### src/cpps_pkg.sv
// package: constants and carriers for the charger power path supervisor
`default_nettype none
package cpps_pkg;
   // ==========================================================
   // register offsets and fields
   localparam logic [7:0] OPT_ADDR = 8'h12;
   localparam logic [7:0] STAT_ADDR = 8'h20;
   localparam logic [7:0] MASK_ADDR = 8'h21;
   localparam logic [7:0] CTRL_ADDR = 8'h22;
   localparam logic [7:0] LIVE_ADDR = 8'h23;
   localparam logic [15:0] OPT_RESET = 16'he000;
   localparam int OPT_LP_BIT = 15;
   localparam int OPT_WD_HI = 14;
   localparam int OPT_WD_LO = 13;
   localparam int CTRL_POWER_MONITOR_OUTPUT_BIT = 0;
   localparam int CTRL_THR_BIT = 1;
   localparam int CTRL_CMP_BIT = 2;
   localparam int CTRL_INH_BIT = 3;
   localparam int EV_OVP = 0;
   localparam int EV_BUS = 1;
   localparam int EV_WD = 2;
   localparam int EV_THR = 3;
   localparam int EV_AREM = 4;
   localparam int EV_W = 5;
   // ==========================================================
   // timing
   localparam int CLK_PERIOD_NS = 20;
   localparam int MS_NS = 1000000;
   localparam int MS_CYCLES = MS_NS / CLK_PERIOD_NS;
   localparam int BUS_TIMEOUT_MS = 25;
   localparam int BUS_RESET_MAX_MS = 35;
   localparam int WD_DEGLITCH_MS = 10;
   localparam int THROTTLE_MS = 10;
   localparam logic [17:0] WD_44_MS = 18'd44000;
   localparam logic [17:0] WD_88_MS = 18'd88000;
   localparam logic [17:0] WD_175_MS = 18'd175000;
   // ==========================================================
   // comparator results from the analog front end
   typedef struct packed {
      logic undervoltage_lockout_ok;
      logic ovp_enter;
      logic above_recover;
      logic det_bias;
      logic det_good;
      logic vcc_srn_rise;
      logic srn_over_srp;
      logic gate_sag;
      logic input_limit;
      logic charge_at_zero;
      logic over_current;
      logic cmp_trip;
      logic bat_present;
   } cpps_cmp_t;
endpackage : cpps_pkg
`default_nettype wire

### src/cpps_top.sv
// module: power path supervisor, watchdog, bus timeout and throttle
`timescale 1ns/10ps
`default_nettype none
module cpps_top
   import cpps_pkg::*;
#(
   parameter int MS_CYC = MS_CYCLES
) (
   input wire logic clk_i,
   input wire logic rst_i,
   input wire logic ce_i,
   input wire logic [7:0] addr_i,
   input wire logic [15:0] wdata_i,
   input wire logic wr_i,
   input wire logic rd_i,
   output logic [15:0] rdata_o,
   input wire cpps_cmp_t cmp_i,
   input wire logic scl_i,
   input wire logic wd_kick_i,
   output logic adapter_good_flag_o,
   output logic adapter_good_flag_oe_o,
   output logic adapter_gate_drive_o,
   output logic battery_gate_drive_o,
   output logic converter_en_o,
   output logic charge_en_o,
   output logic charge_reduce_o,
   output logic supplement_o,
   output logic internal_regulator_o,
   output logic processor_throttle_flag_o,
   output logic processor_throttle_flag_oe_o,
   output logic low_power_o,
   output logic bus_accept_o,
   output logic comm_reset_o,
   output logic irq_o
);
   // ==========================================================
   // synchronisers
   cpps_cmp_t cmp_meta;
   cpps_cmp_t s;
   logic [1:0] scl_meta;
   logic [1:0] kick_meta;
   always_ff @(posedge clk_i) begin
      if (ce_i) begin
         cmp_meta <= cmp_i;
         s <= cmp_meta;
         scl_meta <= {scl_meta[0], scl_i};
         kick_meta <= {kick_meta[0], wd_kick_i};
      end
   end
   wire scl_s = scl_meta[1];
   wire kick_s = kick_meta[1];

   // ==========================================================
   // millisecond tick
   logic [31:0] ms_cnt;
   wire tick = (ms_cnt == 32'(MS_CYC - 1));
   always_ff @(posedge clk_i) begin
      if (rst_i) ms_cnt <= 32'h0;
      else if (ce_i) ms_cnt <= tick ? 32'h0 : ms_cnt + 32'h1;
   end

   // ==========================================================
   // registers
   logic [15:0] opt;
   logic [3:0] ctrl;
   logic [EV_W-1:0] stat;
   logic [EV_W-1:0] mask;
   logic [EV_W-1:0] ev;
   wire wr_opt = wr_i && (addr_i == OPT_ADDR);
   wire wr_stat = wr_i && (addr_i == STAT_ADDR);
   wire wr_mask = wr_i && (addr_i == MASK_ADDR);
   wire wr_ctrl = wr_i && (addr_i == CTRL_ADDR);
   wire power_monitor_output_en = ctrl[CTRL_POWER_MONITOR_OUTPUT_BIT];
   wire thr_en = ctrl[CTRL_THR_BIT];
   wire cmp_en = ctrl[CTRL_CMP_BIT];
   wire chg_inh = ctrl[CTRL_INH_BIT];
   wire [EV_W-1:0] w1c = wr_stat ? wdata_i[EV_W-1:0] : '0;
   wire [EV_W-1:0] next_stat = (stat & ~w1c) | ev;
   always_ff @(posedge clk_i) begin
      if (rst_i) begin
         opt <= OPT_RESET;
         ctrl <= 4'h0;
         stat <= '0;
         mask <= '0;
      end else if (ce_i) begin
         if (wr_opt) opt <= wdata_i;
         if (wr_ctrl) ctrl <= wdata_i[3:0];
         if (wr_mask) mask <= wdata_i[EV_W-1:0];
         stat <= next_stat; // set wins over clear
      end
   end

   // ==========================================================
   // overvoltage latch and power path
   logic ovp;
   always_ff @(posedge clk_i) begin
      if (rst_i) ovp <= 1'b0;
      else if (ce_i) begin
         if (s.ovp_enter) ovp <= 1'b1;
         else if (!s.above_recover) ovp <= 1'b0;
      end
   end
   wire good = s.undervoltage_lockout_ok && !ovp && s.det_good && s.vcc_srn_rise;
   wire bat_ok = s.undervoltage_lockout_ok && s.srn_over_srp;
   // adapter switches only follow adapter good, so no adapter keeps them off
   wire next_ac_sw = good;
   wire next_supp = good && s.input_limit && s.charge_at_zero;
   wire next_bat_sw = (!good && bat_ok) || next_supp;
   wire next_reduce = good && s.input_limit;
   wire next_conv = next_ac_sw && !s.gate_sag;
   wire next_internal_regulator = s.det_bias || power_monitor_output_en || thr_en || cmp_en;

   // ==========================================================
   // bus clock low timeout
   logic [5:0] scl_ms;
   logic scl_done;
   wire scl_hit = tick && !scl_s && !scl_done
      && (scl_ms == 6'(BUS_TIMEOUT_MS));
   always_ff @(posedge clk_i) begin
      if (rst_i) begin
         scl_ms <= 6'h0;
         scl_done <= 1'b0;
      end else if (ce_i) begin
         if (scl_s) begin
            scl_ms <= 6'h0;
            scl_done <= 1'b0;
         end else if (tick && !scl_done) begin
            scl_ms <= scl_ms + 6'h1;
            if (scl_hit) scl_done <= 1'b1;
         end
      end
   end

   // ==========================================================
   // watchdog reset deglitch and watchdog timer
   function automatic logic [17:0] wd_limit(input logic [1:0] code);
      case (code)
         2'b01: wd_limit = WD_44_MS;
         2'b10: wd_limit = WD_88_MS;
         default: wd_limit = WD_175_MS;
      endcase
   endfunction : wd_limit
   wire [1:0] wd_code = opt[OPT_WD_HI:OPT_WD_LO];
   logic [3:0] deg_ms;
   logic deg_done;
   wire kick_ok = tick && kick_s && !deg_done
      && (deg_ms == 4'(WD_DEGLITCH_MS));
   logic [17:0] wd_ms;
   logic wd_exp;
   // code 00 keeps the watchdog from expiring; wd_ms still counts
   wire wd_hit = tick && (wd_code != 2'b00) && !wd_exp
      && (wd_ms >= wd_limit(wd_code) - 18'h1);
   always_ff @(posedge clk_i) begin
      if (rst_i) begin
         deg_ms <= 4'h0;
         deg_done <= 1'b0;
      end else if (ce_i) begin
         if (!kick_s) begin
            deg_ms <= 4'h0;
            deg_done <= 1'b0;
         end else if (tick && !deg_done) begin
            deg_ms <= deg_ms + 4'h1;
            if (kick_ok) deg_done <= 1'b1;
         end
      end
   end
   always_ff @(posedge clk_i) begin
      if (rst_i) begin
         wd_ms <= 18'h0;
         wd_exp <= 1'b0;
      end else if (ce_i) begin
         if (kick_ok) begin
            wd_ms <= 18'h0;
            wd_exp <= 1'b0;
         end else if (wd_hit) wd_exp <= 1'b1;
         else if (tick && !wd_exp) wd_ms <= wd_ms + 18'h1;
      end
   end
   wire next_chg = good && !chg_inh && !wd_exp;

   // ==========================================================
   // throttle pulse
   logic good_d;
   logic bat_d;
   logic thr_act;
   logic [3:0] thr_ms;
   wire ac_gone = good_d && !good;
   wire bat_gone = bat_d && !s.bat_present;
   wire thr_hold = s.over_current || s.cmp_trip;
   wire thr_trig = thr_en && (thr_hold || ac_gone || bat_gone);
   wire thr_end = tick && (thr_ms == 4'(THROTTLE_MS));
   always_ff @(posedge clk_i) begin
      if (rst_i) begin
         good_d <= 1'b0;
         bat_d <= 1'b0;
         thr_act <= 1'b0;
         thr_ms <= 4'h0;
      end else if (ce_i) begin
         good_d <= good;
         bat_d <= s.bat_present;
         if (thr_trig && !thr_act) begin
            thr_act <= 1'b1;
            thr_ms <= 4'h0;
         end else if (thr_act && thr_end) begin
            thr_ms <= 4'h0;
            // still active at the end: extend
            if (!(thr_en && thr_hold)) thr_act <= 1'b0;
         end else if (thr_act && tick) thr_ms <= thr_ms + 4'h1;
      end
   end

   // ==========================================================
   // events and outputs
   logic ovp_d;
   always_ff @(posedge clk_i) begin
      if (rst_i) ovp_d <= 1'b0;
      else if (ce_i) ovp_d <= ovp;
   end
   always_comb begin
      ev = '0;
      ev[EV_OVP] = ovp && !ovp_d;
      ev[EV_BUS] = scl_hit;
      ev[EV_WD] = wd_hit;
      ev[EV_THR] = thr_trig && !thr_act;
      ev[EV_AREM] = ac_gone;
   end
   wire [15:0] live = {8'h0, thr_act, wd_exp, scl_done, ovp,
      good, bat_ok, s.det_bias, s.undervoltage_lockout_ok};
   wire [15:0] next_rdata =
      (addr_i == OPT_ADDR) ? opt :
      (addr_i == STAT_ADDR) ? 16'(stat) :
      (addr_i == MASK_ADDR) ? 16'(mask) :
      (addr_i == CTRL_ADDR) ? 16'(ctrl) :
      (addr_i == LIVE_ADDR) ? live : 16'h0;
   always_ff @(posedge clk_i) begin
      if (rst_i) begin
         rdata_o <= 16'h0;
         adapter_good_flag_oe_o <= 1'b1;
         adapter_gate_drive_o <= 1'b0;
         battery_gate_drive_o <= 1'b0;
         converter_en_o <= 1'b0;
         charge_en_o <= 1'b0;
         charge_reduce_o <= 1'b0;
         supplement_o <= 1'b0;
         internal_regulator_o <= 1'b0;
         processor_throttle_flag_oe_o <= 1'b0;
         low_power_o <= 1'b1;
         bus_accept_o <= 1'b0;
         comm_reset_o <= 1'b0;
         irq_o <= 1'b0;
      end else if (ce_i) begin
         rdata_o <= rd_i ? next_rdata : 16'h0;
         adapter_good_flag_oe_o <= !good;
         adapter_gate_drive_o <= next_ac_sw;
         battery_gate_drive_o <= next_bat_sw;
         converter_en_o <= next_conv;
         charge_en_o <= next_chg;
         charge_reduce_o <= next_reduce;
         supplement_o <= next_supp;
         internal_regulator_o <= next_internal_regulator;
         processor_throttle_flag_oe_o <= thr_act;
         low_power_o <= opt[OPT_LP_BIT];
         bus_accept_o <= s.undervoltage_lockout_ok;
         comm_reset_o <= scl_hit;
         irq_o <= |(next_stat & mask);
      end
   end
   // open-drain pins only ever pull low
   always_ff @(posedge clk_i) begin
      adapter_good_flag_o <= 1'b0;
      processor_throttle_flag_o <= 1'b0;
   end

   logic [31:0] thr_len;
   always_ff @(posedge clk_i) begin
      if (rst_i || !thr_act) thr_len <= 32'h0;
      else if (ce_i) thr_len <= thr_len + 32'h1;
   end
   // cycles the synced kick has stood high, independent of the ms tick
   logic [31:0] kick_len;
   always_ff @(posedge clk_i) begin
      if (rst_i || !kick_s) kick_len <= 32'h0;
      else if (ce_i) kick_len <= kick_len + 32'h1;
   end
endmodule : cpps_top
`default_nettype wire

### config.mk
export PLATFORM = sky130hd
export DESIGN_NAME = cpps_top
export DESIGN_NICKNAME = d
export VERILOG_FILES = /design/src/cpps_pkg.sv /design/src/cpps_top.sv
export SDC_FILE = /design/constraint.sdc
export NUM_CORES = 1
export LEC_CHECK = 0
export BUFFER_PORTS_ARGS = -buffer_cell sky130_fd_sc_hd__buf_4
export CAP_MARGIN = 20
export CELL_PAD_IN_SITES_DETAIL_PLACEMENT = 1
export CELL_PAD_IN_SITES_GLOBAL_PLACEMENT = 2
export CORE_ASPECT_RATIO = 0.5
export CORE_MARGIN = 2
export CORE_UTILIZATION = 30
export CTS_BUF_LIST = sky130_fd_sc_hd__clkbuf_8
export DETAILED_ROUTE_END_ITERATION = 10
export GPL_ROUTABILITY_DRIVEN = 0
export PLACE_DENSITY = 0.67
export SKIP_LAST_GASP = 1
export SYNTH_ARGS = -nofsm -noshare
export SYNTH_HDL_FRONTEND = slang
export SYNTH_SLANG_ARGS = --single-unit
### constraint.sdc
create_clock -name clk_i -period 4.2 [get_ports clk_i]
set_input_delay 0.84 -clock clk_i [delete_from_list [all_inputs] [get_ports clk_i]]
set_output_delay 0.84 -clock clk_i [all_outputs]
set_load 0.1 [all_outputs]
==> impl_metrics.json <==
{
  "clock_sinks": 160,
  "seq_power_share_pct": 53.0,
  "vias": 5608,
  "track_usage_pct": 15.6,
  "cts_resized": 0,
  "synth.cell_area_um2": 7060,
  "die-area_um2": 24900,
  "hp-class": "reg -> reg",
  "core_um2": 22900,
  "hpwl_um": 13300,
  "antenna_found_initial": 0,
  "cpMaxStageDelayCell": "or3_1",
  "maxSlewViolCount": 0,
  "drt_first_pass_iters": 4,
  "clkLatencyLatePin_ns": 0.48,
  "ir_drop_mv": 0.174,
  "synth.area.top_cells": "dfxtp_1 (37%), edfxtp_1 (13%), nor2_1 (6.5%)",
  "ys_ff_latch": 160,
  "hold_viol_final": 0,
  "post_cts_buffers": 0,
  "wl_um": 18800,
  "drv_cap": 0,
  "yosys_warnings": 0,
  "final_cells": 1144,
  "setup_violations": 0,
  "wl_per_cell_um": 16.4,
  "r2r_cells": 12,
  "cts_buffers": 17,
  "arrival_ns": 3.80,
  "syn_area_per_cell_um2": 9.33,
  "cts_buffer_depth": 2,
  "powerDensity_nw_per_um2": 364,
  "dp_cells": 1112,
  "grt_pass1_vias": 5669,
  "synth_top_area_share_pct": 36.9,
  "switching_power_mw": 0.747,
  "grt_pass1_wl_um": 30600,
  "ios": 75,
  "synth_cell_types": 72,
  "drc": 0,
  "ys_async_sr_fraction_pct": 0,
  "synthCells": 757,
  "p_comb_share_pct": 5.6,
  "maxSlewHeadroom_pct": 45.5,
  "period_minus_slack_ns": 3.42,
  "fin_nets": 889,
  "clock_power_share_pct": 41.3,
  "areaGrowthSynthToFinish_pct": 18.2,
  "synth_edf_count": 30,
  "yosysTopAreaCell": "dfxtp_1",
  "crit_fanout": 10,
  "start_kind": "flop",
  "worst_pin_slew_ns": 0.810,
  "yosysSeqAreaShare_pct": 49.6,
  "cts_tree": "built",
  "cts.clk_slew.worst_paths_ns": 0.09,
  "rows": 39,
  "final_layout_size_suffix_gt1_share_pct": 15.2,
  "floorplan.initialDensity_pct": 30.8,
  "hold_slack_ns": 0.427,
  "final_antenna_net_count": 0,
  "cp-end-kind": "flop",
  "diodes": 0,
  "fmaxAchievable_ghz": 0.292,
  "num-fill-cells": 2654,
  "die_h_um": 112,
  "clock_skew_ns": 0.0117,
  "clock-root-buffer": "clkbuf_8",
  "cp_cell_sequence": "inv_1 -> ha_1 -> inv_1 -> ha_1 -> nor4bb_1 -> a41oi_1 -> o31ai_1 -> a31o_1 -> or3_1 -> a21oi_4 -> nand4_1 -> mux2_1",
  "synth_flop_cell": "dfxtp_1",
  "crit_path_max_incr_delay_ns": 0.51,
  "die_w_um": 221,
  "outcome": "complete, no violations",
  "portBuffers": 72,
  "viasPerCell": 4.90,
  "path_class": "reg -> reg",
  "ctsHtreeMaxLevel": 4,
  "fin_crit_sh_pct": 81.4,
  "tns_ns": 0,
  "p_sw_share_pct": 24.6,
  "grt_max_degree": 66,
  "leakagePower_nw": 3.02,
  "drtIter0Drc": 257,
  "rsz0062_at_grt": "no",
  "p_int_mw": 2.29,
  "grt_remaining_overflow": 0,
  "holdBufCountCts": 0,
  "worstHoldPathCells": 0,
  "crit_required_ns": 4.58
}
[path summary, 6_finish.rpt]
| kind | start | to | slack [ns] |
|---|---|---|---|
| worst max-delay path | opt[13] | wd_ms[13] | 0.78 |
| worst min-delay path | cmp_meta[9] | live[1] | 0.43 |
| worst max register to register | opt[13] | wd_ms[13] | 0.78 |
| worst min register to register | cmp_meta[9] | live[1] | 0.43 |
[stage by stage]
stage | utilization, % | instance area [um^2] | power [mW] | worst slack, ns
5_1_grt | 36.4 | 8340 | 3.17 | 0.504
4_1_cts | 36.4 | 8340 | 3.09 | 0.756
3_3_place_gp | 34.5 | 7920 | 1.82 | 0.945
6_report | 36.4 | 8340 | 3.04 | 0.780
3_5_place_dp | 34.5 | 7920 | 1.82 | 0.777
2_1_floorplan | - | 7070 | 1.74 | 1.26
[power groups by stage]
stage / combinational [mW] / clock, mW / sequential (mW)
after floorplan: 0.0668 / 0 / 1.68
after global placement: 0.172 / 0 / 1.65
after detailed placement: 0.174 / 0 / 1.65
after CTS: 0.174 / 1.31 / 1.61
after global routing: 0.185 / 1.37 / 1.61
final: 0.170 / 1.26 / 1.61
[critical path: cells and delay by family, from the launching register on]
family / cells / cell delay, ns
fa+ha+maj: 2 / 0.62
flops: 1 / 0.34
mux: 1 / 0.33
simple gates: 3 / 0.80
compound gates: 4 / 0.87
buf+inv: 2 / 0.36
[placed cells by master (no fill, tap or decap), types with 4 or more instances in the layout]
cell          n
a211oi_1     13
a21oi_1      34
a222oi_1      8
a22oi_1      13
and3_1        8
and4_1        4
buf_4        79
bufinv_16     4
clkbuf_8     17
clkinvlp_4    4
dfxtp_1     130
edfxtp_1     30
ha_1         21
inv_1        28
mux2i_1      13
nand2_1      75
nand2b_1      5
nand3_1      36
nand4_1      18
nor2_1      123
nor2b_1       6
nor3_1       10
nor4_1       11
o21ai_0      18
or3_1         4
xnor2_1      23
xor2_1       29
[logic make-up (layout without fill, tap and decap cells)]
family,after synthesis,in the layout,share of synthesized area [%]
AO/OA/AOI/OAI,122,122,11.9
AND/OR/NAND/NOR,323,323,22.1
adder cells (fa/ha/maj),21,21,3.72
flip-flops,160,160,49.6
XOR/XNOR,52,52,6.45
other,1,3,0.0531
multiplexers,18,18,2.64
buffers and inverters,60,138,3.49
[sequential cells by signal, indices dropped and copies added (netlist names), 2 cells and up]
register / cells
thr_ms: 4
kick_meta: 2
opt: 16
ms_cnt: 32
mask: 5
cmp_meta: 13
scl_ms: 6
live: 2
wd_ms: 18
s: 11
ctrl: 4
deg_ms: 4
stat: 5
scl_meta: 2
rdata_o: 16
[cells in the mapped netlist (all sizes together), types with 13 or more instances]
library cell and n:
clkbuf 21, inv 27, nand2 75, nand4 19, a22oi 13, o21ai 18
a211oi 13, a21oi 36, nor2 124, ha 21, xor2 29, nand3 37
edfxtp 30, mux2i 13, dfxtp 130, xnor2 23, nor4 14
[routing by layer]
metal | part of all wire, % | vias up | track usage (%)
met5 | 0 | - | 0
met4 | 1.4 | 0 | 5.91
met1 | 49 | 2727 | 21.1
li1 | - | 2806 | -
met2 | 46 | 57 | 24.1
met3 | 3.2 | 18 | 3.90
[layout make-up]
cell class                      count  area [um^2]  share of cell area, %
Clock inverter                     15          195                   2.34
Inverter                           27          101                   1.21
Sequential cell                   160         3500                   42.0
Multi-Input combinational cell    539         3330                   39.9
Clock buffer                       17          234                   2.80
Tap cell                          307          384                   4.60
Timing Repair Buffer               79          593                   7.11
Note: power is estimated with default switching activity, not from simulation.
